--- src/core/gw_panel_pkg.sv ---
// Package for the gateway front-panel indicator block.
// Holds register offsets, field positions, reset values, timing counts and carriers.
package gw_panel_pkg;

  // Clock and timing figures
  localparam int CLK_PERIOD_NS   = 50;
  localparam int BLINK_HALF_NS   = 1_000_000_000;   // 1 s lit, 1 s dark
  localparam int BLINK_HALF_CYC  = BLINK_HALF_NS / CLK_PERIOD_NS;
  localparam int STRETCH_NS      = 50_000_000;      // 50 ms visible activity pulse
  localparam int STRETCH_CYC     = STRETCH_NS / CLK_PERIOD_NS;
  localparam int CNT_W           = 25;

  // Avalon-MM register map, byte addresses
  localparam int             ADDR_W       = 4;
  localparam logic [ADDR_W-1:0] OFS_CTRL  = 4'h0;
  localparam logic [ADDR_W-1:0] OFS_STAT  = 4'h4;
  localparam logic [ADDR_W-1:0] OFS_IRQ   = 4'h8;
  localparam logic [ADDR_W-1:0] OFS_MASK  = 4'hc;

  // Control register fields
  localparam int CTRL_PROG_BIT = 0;
  localparam int CTRL_SVC_BIT  = 1;

  // Interrupt status and mask fields
  localparam int IRQ_W          = 3;
  localparam int IRQ_SVC_BIT    = 0;
  localparam int IRQ_PROG_BIT   = 1;
  localparam int IRQ_BOOT_BIT   = 2;
  localparam logic [IRQ_W-1:0] IRQ_RESET = 3'h0;

  // Button indices
  localparam int BTN_N       = 3;
  localparam int BTN_SVC1    = 0;
  localparam int BTN_SVC2    = 1;
  localparam int BTN_PROG    = 2;

  // Bus condition reported by the KNX protocol stack
  typedef enum logic [1:0] {
    BUS_FAIL       = 2'b00,
    BUS_CONNECTED  = 2'b01,
    BUS_REQUESTING = 2'b10
  } bus_cond_e;

  // Internal gateway state flags seen by the panel
  typedef struct packed {
    logic      startup;          // Device still starting up
    logic      cfg_valid;        // A valid configuration is loaded
    logic      lon_commissioned; // LON interface commissioned
    logic      lon_requesting;   // LON side polling initial values
    bus_cond_e knx_bus;          // KNX bus condition
    logic      knx_transmit_lamp;           // KNX frame being sent
    logic      knx_rx;           // KNX frame being received
  } gw_state_s;

  // Lamp drive group
  typedef struct packed {
    logic service;
    logic prog;
    logic lon_status;
    logic knx_status;
    logic knx_transmit_lamp;
    logic knx_rx;
  } lamps_s;

endpackage

--- src/core/btn_sync.sv ---
// Button input conditioner for panel push buttons.
// Assumes active-low pins from outside the clock domain; a held level and a one-cycle press pulse per button.
`timescale 1ns/1ps
`default_nettype none
module btn_sync #(
  parameter int N = 3
) (
  input  wire logic         clk,
  input  wire logic         sys_rst,
  input  wire logic [N-1:0] pin_n,
  output logic      [N-1:0] pressed,
  output logic      [N-1:0] press_pulse
);

  genvar gi;
  generate
    for (gi = 0; gi < N; gi++) begin : g_btn
      logic s1_ff;
      logic s2_ff;
      logic s3_ff;
      logic lvl_ff;
      logic rise_ff;

      // Three-stage capture; the first stage feeds only the second
      always_ff @(posedge clk) begin
        if (sys_rst) begin
          s1_ff <= 1'b1;
          s2_ff <= 1'b1;
          s3_ff <= 1'b1;
        end else begin
          s1_ff <= pin_n[gi];
          s2_ff <= s1_ff;
          s3_ff <= s2_ff;
        end
      end

      // A change counts only once the later two stages agree, rejecting single glitches
      always_ff @(posedge clk) begin
        if (sys_rst) begin
          lvl_ff  <= 1'b0;
          rise_ff <= 1'b0;
        end else begin
          rise_ff <= 1'b0;
          if (s2_ff == s3_ff) begin
            lvl_ff  <= ~s3_ff;
            rise_ff <= ~s3_ff & ~lvl_ff;
          end
        end
      end

      assign pressed[gi]     = lvl_ff;
      assign press_pulse[gi] = rise_ff;
    end
  endgenerate

endmodule // btn_sync
`default_nettype wire

--- src/core/gw_panel.sv ---
// Front-panel indicator and button logic for the LON/KNX gateway.
// Assumes gateway state flags on clk, buttons on raw pins, software on Avalon-MM.
//
// Summary of operation
// - Service lamp steadily lit for the whole startup period.
// - After startup, uncommissioned LON: service lamp blinks one second on, one off.
// - Commissioned LON interface keeps the service lamp dark.
// - Programming lamp dark normally, lit only in Lamp_button_a mode.
// - KNX transmit and receive lamps pulse on frame send and receive.
// - Both status lamps lit in startup; alternate blinking without valid configuration.
// - With valid configuration, each status lamp follows its own bus condition.
// - Status lamp lit on bus failure, dark connected, blinking while requesting values.
// - LON status lamp never shows failure; dark unless requesting initial values.
// - Service button press sends a broadcast service-pin message with node identity.
// - Each programming button press toggles Lamp_button_a mode.
// - Programming mode alters only the programming lamp, no protocol behaviour.
//
// The address map and the Avalon-MM interface to the registers were left to the implementer.
`timescale 1ns/1ps
`default_nettype none
module gw_panel
  import gw_panel_pkg::*;
#(
  parameter int BLINK_CYCLES   = BLINK_HALF_CYC,
  parameter int STRETCH_CYCLES = STRETCH_CYC
) (
  input  wire logic              clk,
  input  wire logic              sys_rst,
  // Avalon-MM slave
  input  wire logic [ADDR_W-1:0] avs_address,
  input  wire logic              avs_read,
  input  wire logic              avs_write,
  input  wire logic [3:0]        avs_byteenable,
  input  wire logic [31:0]       avs_writedata,
  output logic      [31:0]       avs_readdata,
  output logic                   avs_waitrequest,
  output logic                   irq,
  // Gateway state and panel pins
  input  wire gw_state_s         gw_state,
  input  wire logic              primary_service_lamp_button_n,
  input  wire logic              secondary_service_lamp_button_n,
  input  wire logic              lamp_button_a_n,
  output lamps_s                 lamps,
  output logic                   service_pin_msg,
  output logic                   knx_prog_mode
);

  localparam logic [CNT_W-1:0] BLINK_LAST   = CNT_W'(BLINK_CYCLES - 1);
  localparam logic [CNT_W-1:0] STRETCH_LAST = CNT_W'(STRETCH_CYCLES - 1);

  logic [BTN_N-1:0] btn_level;
  logic [BTN_N-1:0] btn_rise;
  logic [CNT_W-1:0] blink_cnt_ff;
  logic             phase_ff;
  logic [CNT_W-1:0] tx_cnt_ff;
  logic [CNT_W-1:0] rx_cnt_ff;
  logic             prog_mode_ff;
  logic             svc_msg_ff;
  logic             startup_d_ff;
  logic [IRQ_W-1:0] irq_stat_ff;
  logic [IRQ_W-1:0] irq_mask_ff;
  logic             irq_ff;
  logic             wait_ff;
  logic [31:0]      rdata_ff;
  lamps_s           lamps_ff;
  lamps_s           nxt_lamps;
  logic             wr_take;
  logic             ctrl_wr;
  logic             nxt_prog_mode;
  logic [IRQ_W-1:0] irq_set;
  logic [IRQ_W-1:0] irq_clr;
  logic [31:0]      nxt_rdata;

  // Button conditioning for both service buttons and the programming button
  btn_sync #(
    .N (BTN_N)
  ) u_btn_sync (
    .clk         (clk),
    .sys_rst     (sys_rst),
    .pin_n       ({lamp_button_a_n, secondary_service_lamp_button_n,
                   primary_service_lamp_button_n}),
    .pressed     (btn_level),
    .press_pulse (btn_rise)
  );

  // Shared blink timebase; one phase flip per second keeps every blinking lamp in step
  always_ff @(posedge clk) begin
    if (sys_rst) begin
      blink_cnt_ff <= '0;
      phase_ff     <= 1'b1;
    end else if (blink_cnt_ff == BLINK_LAST) begin
      blink_cnt_ff <= '0;
      phase_ff     <= ~phase_ff;
    end else begin
      blink_cnt_ff <= blink_cnt_ff + CNT_W'(1);
    end
  end

  // Activity stretchers: a frame of a few bit times would be invisible on a lamp
  always_ff @(posedge clk) begin
    if (sys_rst) begin
      tx_cnt_ff <= '0;
      rx_cnt_ff <= '0;
    end else begin
      if (gw_state.knx_transmit_lamp) begin
        tx_cnt_ff <= STRETCH_LAST;
      end else if (tx_cnt_ff != '0) begin
        tx_cnt_ff <= tx_cnt_ff - CNT_W'(1);
      end
      if (gw_state.knx_rx) begin
        rx_cnt_ff <= STRETCH_LAST;
      end else if (rx_cnt_ff != '0) begin
        rx_cnt_ff <= rx_cnt_ff - CNT_W'(1);
      end
    end
  end

  // Bus request is taken at the edge where waitrequest is seen low
  assign wr_take = avs_write & ~wait_ff;
  assign ctrl_wr = wr_take & (avs_address == OFS_CTRL) & avs_byteenable[0];

  // Programming mode: a button press toggles it and wins over a same-cycle software write
  always_comb begin
    nxt_prog_mode = prog_mode_ff;
    if (btn_rise[BTN_PROG]) begin
      nxt_prog_mode = ~prog_mode_ff;
    end else if (ctrl_wr) begin
      nxt_prog_mode = avs_writedata[CTRL_PROG_BIT];
    end
  end

  // Mode and service message; the mode is exported only as a flag, and only the programming lamp keys on it
  always_ff @(posedge clk) begin
    if (sys_rst) begin
      prog_mode_ff <= 1'b0;
      svc_msg_ff   <= 1'b0;
      startup_d_ff <= 1'b1;
    end else begin
      prog_mode_ff <= nxt_prog_mode;
      svc_msg_ff   <= btn_rise[BTN_SVC1] | btn_rise[BTN_SVC2]
                      | (ctrl_wr & avs_writedata[CTRL_SVC_BIT]);
      startup_d_ff <= gw_state.startup;
    end
  end

  // Lamp selection, in priority order startup, configuration, bus condition
  always_comb begin
    nxt_lamps        = '0;
    nxt_lamps.prog   = prog_mode_ff;
    nxt_lamps.knx_transmit_lamp = gw_state.knx_transmit_lamp | (tx_cnt_ff != '0);
    nxt_lamps.knx_rx = gw_state.knx_rx | (rx_cnt_ff != '0);
    if (gw_state.startup) begin
      nxt_lamps.service    = 1'b1;
      nxt_lamps.lon_status = 1'b1;
      nxt_lamps.knx_status = 1'b1;
    end else begin
      nxt_lamps.service = gw_state.lon_commissioned ? 1'b0 : phase_ff;
      if (!gw_state.cfg_valid) begin
        nxt_lamps.lon_status = phase_ff;
        nxt_lamps.knx_status = ~phase_ff;
      end else begin
        // LON failure cannot be seen, so only the request phase lights it
        nxt_lamps.lon_status = gw_state.lon_requesting & phase_ff;
        unique case (gw_state.knx_bus)
          BUS_FAIL:       nxt_lamps.knx_status = 1'b1;
          BUS_CONNECTED:  nxt_lamps.knx_status = 1'b0;
          BUS_REQUESTING: nxt_lamps.knx_status = phase_ff;
          default:        nxt_lamps.knx_status = 1'b1;     // Unknown code shown as failure
        endcase
      end
    end
  end

  // Lamps leave through flip-flops so pins never glitch
  always_ff @(posedge clk) begin
    if (sys_rst) begin
      lamps_ff <= '0;
    end else begin
      lamps_ff <= nxt_lamps;
    end
  end

  // Interrupt sources: service press, programming press, end of startup
  always_comb begin
    irq_set               = '0;
    irq_set[IRQ_SVC_BIT]  = btn_rise[BTN_SVC1] | btn_rise[BTN_SVC2];
    irq_set[IRQ_PROG_BIT] = btn_rise[BTN_PROG];
    irq_set[IRQ_BOOT_BIT] = startup_d_ff & ~gw_state.startup;
    irq_clr               = '0;
    if (wr_take && avs_address == OFS_IRQ && avs_byteenable[0]) begin
      irq_clr = avs_writedata[IRQ_W-1:0];
    end
  end

  // Sticky status, write one to clear; a new event beats a same-cycle clear
  always_ff @(posedge clk) begin
    if (sys_rst) begin
      irq_stat_ff <= IRQ_RESET;
      irq_mask_ff <= IRQ_RESET;
      irq_ff      <= 1'b0;
    end else begin
      irq_stat_ff <= (irq_stat_ff & ~irq_clr) | irq_set;
      if (wr_take && avs_address == OFS_MASK && avs_byteenable[0]) begin
        irq_mask_ff <= avs_writedata[IRQ_W-1:0];
      end
      irq_ff <= |(irq_stat_ff & irq_mask_ff);
    end
  end

  // Read mux; unmapped offsets read as zero and ignore writes
  always_comb begin
    nxt_rdata = '0;
    unique case (avs_address)
      OFS_CTRL: nxt_rdata[CTRL_PROG_BIT] = prog_mode_ff;
      OFS_STAT: nxt_rdata[7:0] = {gw_state.cfg_valid, gw_state.startup, lamps_ff};
      OFS_IRQ:  nxt_rdata[IRQ_W-1:0] = irq_stat_ff;
      OFS_MASK: nxt_rdata[IRQ_W-1:0] = irq_mask_ff;
      default:  nxt_rdata = '0;
    endcase
  end

  // One wait state per access: data is captured on the same edge where waitrequest drops for one cycle
  always_ff @(posedge clk) begin
    if (sys_rst) begin
      wait_ff  <= 1'b1;
      rdata_ff <= '0;
    end else if ((avs_read || avs_write) && wait_ff) begin
      wait_ff  <= 1'b0;
      rdata_ff <= nxt_rdata;
    end else begin
      wait_ff  <= 1'b1;
    end
  end

  assign avs_readdata    = rdata_ff;
  assign avs_waitrequest = wait_ff;
  assign irq             = irq_ff;
  assign lamps           = lamps_ff;
  assign service_pin_msg = svc_msg_ff;
  assign knx_prog_mode   = prog_mode_ff;

  // Checks kept beside the logic they guard

  a_service_boot: assert property (@(posedge clk) disable iff (sys_rst)
    gw_state.startup |=> lamps.service)
    else $error("Service lamp dark during startup");

  a_service_commis: assert property (@(posedge clk) disable iff (sys_rst)
    (!gw_state.startup && gw_state.lon_commissioned) |=> !lamps.service)
    else $error("Service lamp lit after commissioning");

  a_service_blink: assert property (@(posedge clk) disable iff (sys_rst)
    (!gw_state.startup && !gw_state.lon_commissioned) |=> (lamps.service == $past(phase_ff)))
    else $error("Service lamp not following blink phase");

  a_prog_toggle: assert property (@(posedge clk) disable iff (sys_rst)
    btn_rise[BTN_PROG] |=> (prog_mode_ff != $past(prog_mode_ff))
      ##1 (lamps.prog == $past(prog_mode_ff)))
    else $error("Programming press did not toggle mode and lamp");

  a_tx_pulse: assert property (@(posedge clk) disable iff (sys_rst)
    gw_state.knx_transmit_lamp |=> lamps.knx_transmit_lamp ##1 lamps.knx_transmit_lamp)
    else $error("Transmit lamp not pulsed");

  a_alt_blink: assert property (@(posedge clk) disable iff (sys_rst)
    (!gw_state.startup && !gw_state.cfg_valid) |=> (lamps.lon_status != lamps.knx_status))
    else $error("Status lamps not alternating without configuration");

  a_knx_fail: assert property (@(posedge clk) disable iff (sys_rst)
    (!gw_state.startup && gw_state.cfg_valid && gw_state.knx_bus == BUS_FAIL) |=> lamps.knx_status)
    else $error("KNX status lamp dark on bus failure");

  a_lon_no_fail: assert property (@(posedge clk) disable iff (sys_rst)
    (!gw_state.startup && gw_state.cfg_valid && !gw_state.lon_requesting) |=> !lamps.lon_status)
    else $error("LON status lamp lit outside value requests");

  a_svc_message: assert property (@(posedge clk) disable iff (sys_rst)
    (btn_rise[BTN_SVC1] || btn_rise[BTN_SVC2]) |=> service_pin_msg ##1 !service_pin_msg)
    else $error("Service press did not give one message pulse");

  a_irq_level: assert property (@(posedge clk) disable iff (sys_rst)
    (|(irq_stat_ff & irq_mask_ff)) |=> irq)
    else $error("Interrupt not raised for unmasked status");

  a_bus_answer: assert property (@(posedge clk) disable iff (sys_rst)
    ((avs_read || avs_write) && avs_waitrequest) |=> !avs_waitrequest ##1 avs_waitrequest)
    else $error("Bus answer not one wait state");

  a_rx_pulse: assert property (@(posedge clk) disable iff (sys_rst)
    gw_state.knx_rx |=> lamps.knx_rx ##1 lamps.knx_rx)
    else $error("Receive lamp not pulsed");

  a_boot_status: assert property (@(posedge clk) disable iff (sys_rst)
    gw_state.startup |=> (lamps.lon_status && lamps.knx_status))
    else $error("Status lamps dark during startup");

  a_knx_connected: assert property (@(posedge clk) disable iff (sys_rst)
    (!gw_state.startup && gw_state.cfg_valid && gw_state.knx_bus == BUS_CONNECTED)
      |=> !lamps.knx_status)
    else $error("KNX status lamp lit with bus connected");

  a_knx_request: assert property (@(posedge clk) disable iff (sys_rst)
    (!gw_state.startup && gw_state.cfg_valid && gw_state.knx_bus == BUS_REQUESTING)
      |=> (lamps.knx_status == $past(phase_ff)))
    else $error("KNX status lamp not blinking while requesting");

endmodule // gw_panel
`default_nettype wire

--- config.mk ---
export PLATFORM = sky130hd
export DESIGN_NAME = gw_panel
export DESIGN_NICKNAME = d
export VERILOG_FILES = /design/src/core/gw_panel_pkg.sv /design/src/core/btn_sync.sv /design/src/core/gw_panel.sv
export SDC_FILE = /design/constraint.sdc
export NUM_CORES = 1
export LEC_CHECK = 0
export BUFFER_PORTS_ARGS = -buffer_cell sky130_fd_sc_hd__buf_4
export CAP_MARGIN = 20
export CORE_AREA = 2 2 119 133
export DETAILED_ROUTE_END_ITERATION = 6
export DIE_AREA = 0 0 121 135
export SLEW_MARGIN = 20
export SYNTH_ARGS = -nofsm -noshare
export SYNTH_HDL_FRONTEND = slang
export SYNTH_SLANG_ARGS = --single-unit
--- constraint.sdc ---
create_clock -name clk -period 2.2 [get_ports clk]
set_clock_uncertainty 0.05 [all_clocks]
set_input_delay 0.22 -clock clk [delete_from_list [all_inputs] [get_ports clk]]
set_output_delay 0.22 -clock clk [all_outputs]
set_load 0.02 [all_outputs]
==> qor.yml <==
status: "finished clean"
place_area_sq_um: 5830
power_density_nw_per_um2: 843
fin_nets: 727
postCtsSetupRepairBufs: 0
antenna_found_initial: 0
max-vdd-ir-drop_mv: 0.598
die_w_um: 121
mostFrequentLayoutCell: "dfxtp_1"
syn_to_final_growth_pct: 27.2
clock_sinks: 116
drtPass1Iterations: 4
drt_iter0_markers: 192
start_util_pct: 34.5
synth.ff_latch_count: 116
crit_path_start_kind: "flip-flop"
grtUsageTotal_pct: 15.0
cpMaxStageDelayCell: "or4b_4"
tightest_slew_ps: 648
r2r-end: "tx_cnt_ff[19]"
drc_errors: 0
pwr-share-comb_pct: 9.3
max_cap_viol_count: 0
drt_wl_total_um: 12000
final_max_slew_viol_count: 0
root_buffer: "clkbuf_16"
wl_met3_um: 490
io_buffers: 40
insertion_delay_ps: 420
path_class: "reg -> reg"
hold_path_depth: 3
r2r_start: "tx_cnt_ff[9]"
vias: 4471
max_stage_delay_ps: 620
coreArea_sq_um: 14900
p_switching_mw: 1.30
gp_congestion: 0.803
place.detailed.hpwl_um: 8240
rsz0062_at_grt: "false"
syn_area_per_cell_sq_um: 8.79
h-tree-depth: 4
met1Wirelength_um: 5290
dieHeight_um: 135
seqPwrFrac_pct: 40.5
synth-edff-count: 0
grt_pass1_vias: 4304
pwr-share-clk_pct: 50.2
timing.fmax_mhz: 462
syn_area_sq_um: 5140
critPathArrivalTime_ps: 2460
grt_pass1_wl_um: 19600
cts.clk_slew.worst_paths_ps: 50
ys_seq_area_share_pct: 45.2
finalInstanceArea_sq_um: 6540
via_per_inst: 5.09
setup_slack_ps: 34.2
worstPathMaxFanout: 5
cts_tree: "yes"
ant_nets: 0
synthTopCellsByArea: "dfxtp_1, nor2_1, xor2_1"
yosysTopAreaCell: "dfxtp_1"
mostFrequentLayoutCells: "dfxtp_1, nor2_1, buf_4"
pre_cts_slack_ps: -29.7
routedWlPerCell_um: 13.6
rows: 47
cts_buffers: 17
fin_crit_sh_pct: 98.4
antenna_cells: 0
setup_viol: 0
cp_num_buf_inv: 0
finalCriticalPeriod_ps: 2170
cp_top_family: "simple AND/OR/NAND/NOR gates"
dieArea_sq_um: 16300
critical_path.cell_chain: "or3_1 -> or4b_4 -> or4_1 -> a31oi_1"
p_leak_nw: 2.52
overflow: 0
topRoutingLayerUsed: "met4"
synthArstFlopShare_pct: 0
p_int_mw: 4.22
synthFlopType: "dfxtp_1"
met2_length_um: 5840
postSynthCellCount: 585
io_pins: 97
end_kind: "flip-flop"
synth_cell_types: 52
synth_top_area_share_pct: 45.2
hold_viol_final: 0
hold_class: "in -> reg"
r2r_cells: 4
hp-start: "avs_writedata[2]"
cp.required_ps: 2490
ys.warnings.count: 0
swShare_pct: 23.5
r2r_slack_ps: 30
maxSlewHeadroom_pct: 56.2
grt_max_degree: 32
drive_above_1_share_pct: 21.4
cts_buffer_depth: 2
whs_endpoint: "irq_mask_ff[2]"
==> per-stage QoR <==
stage | hold slack, ps | instances | TNS, ps | util, % | total power, mW
final | 9.01 | 878 | 0 | 43.9 | 5.51
after CTS | 0.580 | 878 | -7.67 | 43.6 | 5.55
after global placement | 343 | 841 | -10.4 | 39.2 | 2.74
after global routing | 42.9 | 878 | 0 | 43.9 | 5.71
after floorplan | 274 | 608 | 0 | - | 2.60
after detailed placement | 354 | 841 | -34.2 | 39.2 | 2.76
==> per-layer routing <==
layer	vias to the layer above	GRT usage, %
met2	90	24.8
met4	0	7.75
met3	26	4.22
met1	2122	17.6
met5	-	0
li1	2233	-
==> synthesized netlist by cell type (all sizes together), types with 5 or more instances <==
| cell type | instances |
|---|---|
| nor3 | 28 |
| xnor2 | 13 |
| nand2 | 33 |
| o31ai | 13 |
| o21ai | 10 |
| nor4b | 6 |
| nand2b | 5 |
| and3 | 6 |
| a31oi | 5 |
| dfxtp | 116 |
| inv | 13 |
| nor2 | 82 |
| a21oi | 30 |
| o211ai | 6 |
| a22oi | 8 |
| or2 | 12 |
| buf | 25 |
| a311oi | 7 |
| nand3 | 22 |
| or3 | 16 |
| clkbuf | 20 |
| nand4 | 10 |
| nor4 | 15 |
| or4 | 12 |
| xor2 | 25 |
| and4 | 6 |
==> sequential cells by signal, indices dropped and copies added (netlist names) <==
signal	cells
u_btn_sync.g_btn.s1_ff	3
startup_d_ff	1
u_btn_sync.g_btn.s3_ff	3
irq	1
avs_readdata	8
avs_waitrequest	1
rx_cnt_ff	25
irq_mask_ff	3
lamps	6
knx_prog_mode	1
phase_ff	1
u_btn_sync.g_btn.lvl_ff	3
tx_cnt_ff	25
service_pin_msg	1
irq_stat_ff	3
u_btn_sync.g_btn.s2_ff	3
blink_cnt_ff	25
u_btn_sync.g_btn.rise_ff	3
==> final cells by class <==
cell class | instances | area [sq um]
Tap cell | 196 | 245
Sequential cell | 116 | 2330
Clock inverter | 10 | 130
Inverter | 13 | 48.8
Multi-Input combinational cell | 435 | 2650
Clock buffer | 22 | 464
Timing Repair Buffer | 86 | 668
Fill cell | 1431 | 8340
==> repair_timing <==
item	in CTS	in global routing
setup endpoints to repair	4	22
cloned	1	0
hold endpoints to repair	4	0
pin swaps	6	3
resized for setup	3	10
hold buffers	4	0
==> worst reg2reg max path, stage by stage (launching register included) <==
cell and delay, ps:
dfxtp_1 330, or3_1 490, or4b_4 620, or4_1 420, a31oi_1 180
==> worst max path at each step <==
stage | startpoint | to | slack (ps) | cells after the start
finish | tx_cnt_ff[9] | tx_cnt_ff[19] | 30 | 4
global route | tx_cnt_ff[2] | tx_cnt_ff[21] | 3 | 4
CTS | tx_cnt_ff[2] | tx_cnt_ff[19] | -8 | 4
detailed placement | tx_cnt_ff[1] | tx_cnt_ff[23] | -30 | 5
global placement | tx_cnt_ff[1] | tx_cnt_ff[23] | -10 | 5
floorplan | rx_cnt_ff[0] | rx_cnt_ff[2] | 7 | 8
==> cells by family after synthesis <==
group / count (synthesis) / synth area share [%]
buffers and inverters: 58 / 6.13
muxes: 8 / 1.87
adders and majority gates: 3 / 0.730
other: 1 / 0.0730
and+or+nand+nor: 265 / 27.0
DFF: 116 / 45.2
AOI/OAI and AO/OA: 96 / 12.5
xor gates and xnor gates: 38 / 6.48
==> power groups by stage <==
stage / logic (mW) / clock network (mW) / registers [mW]
after floorplan: 0.323 / 0 / 2.27
after global placement: 0.474 / 0 / 2.27
after detailed placement: 0.489 / 0 / 2.27
after CTS: 0.505 / 2.82 / 2.23
after global routing: 0.566 / 2.90 / 2.24
final: 0.511 / 2.77 / 2.23
Power figures use the tool's default switching activity.
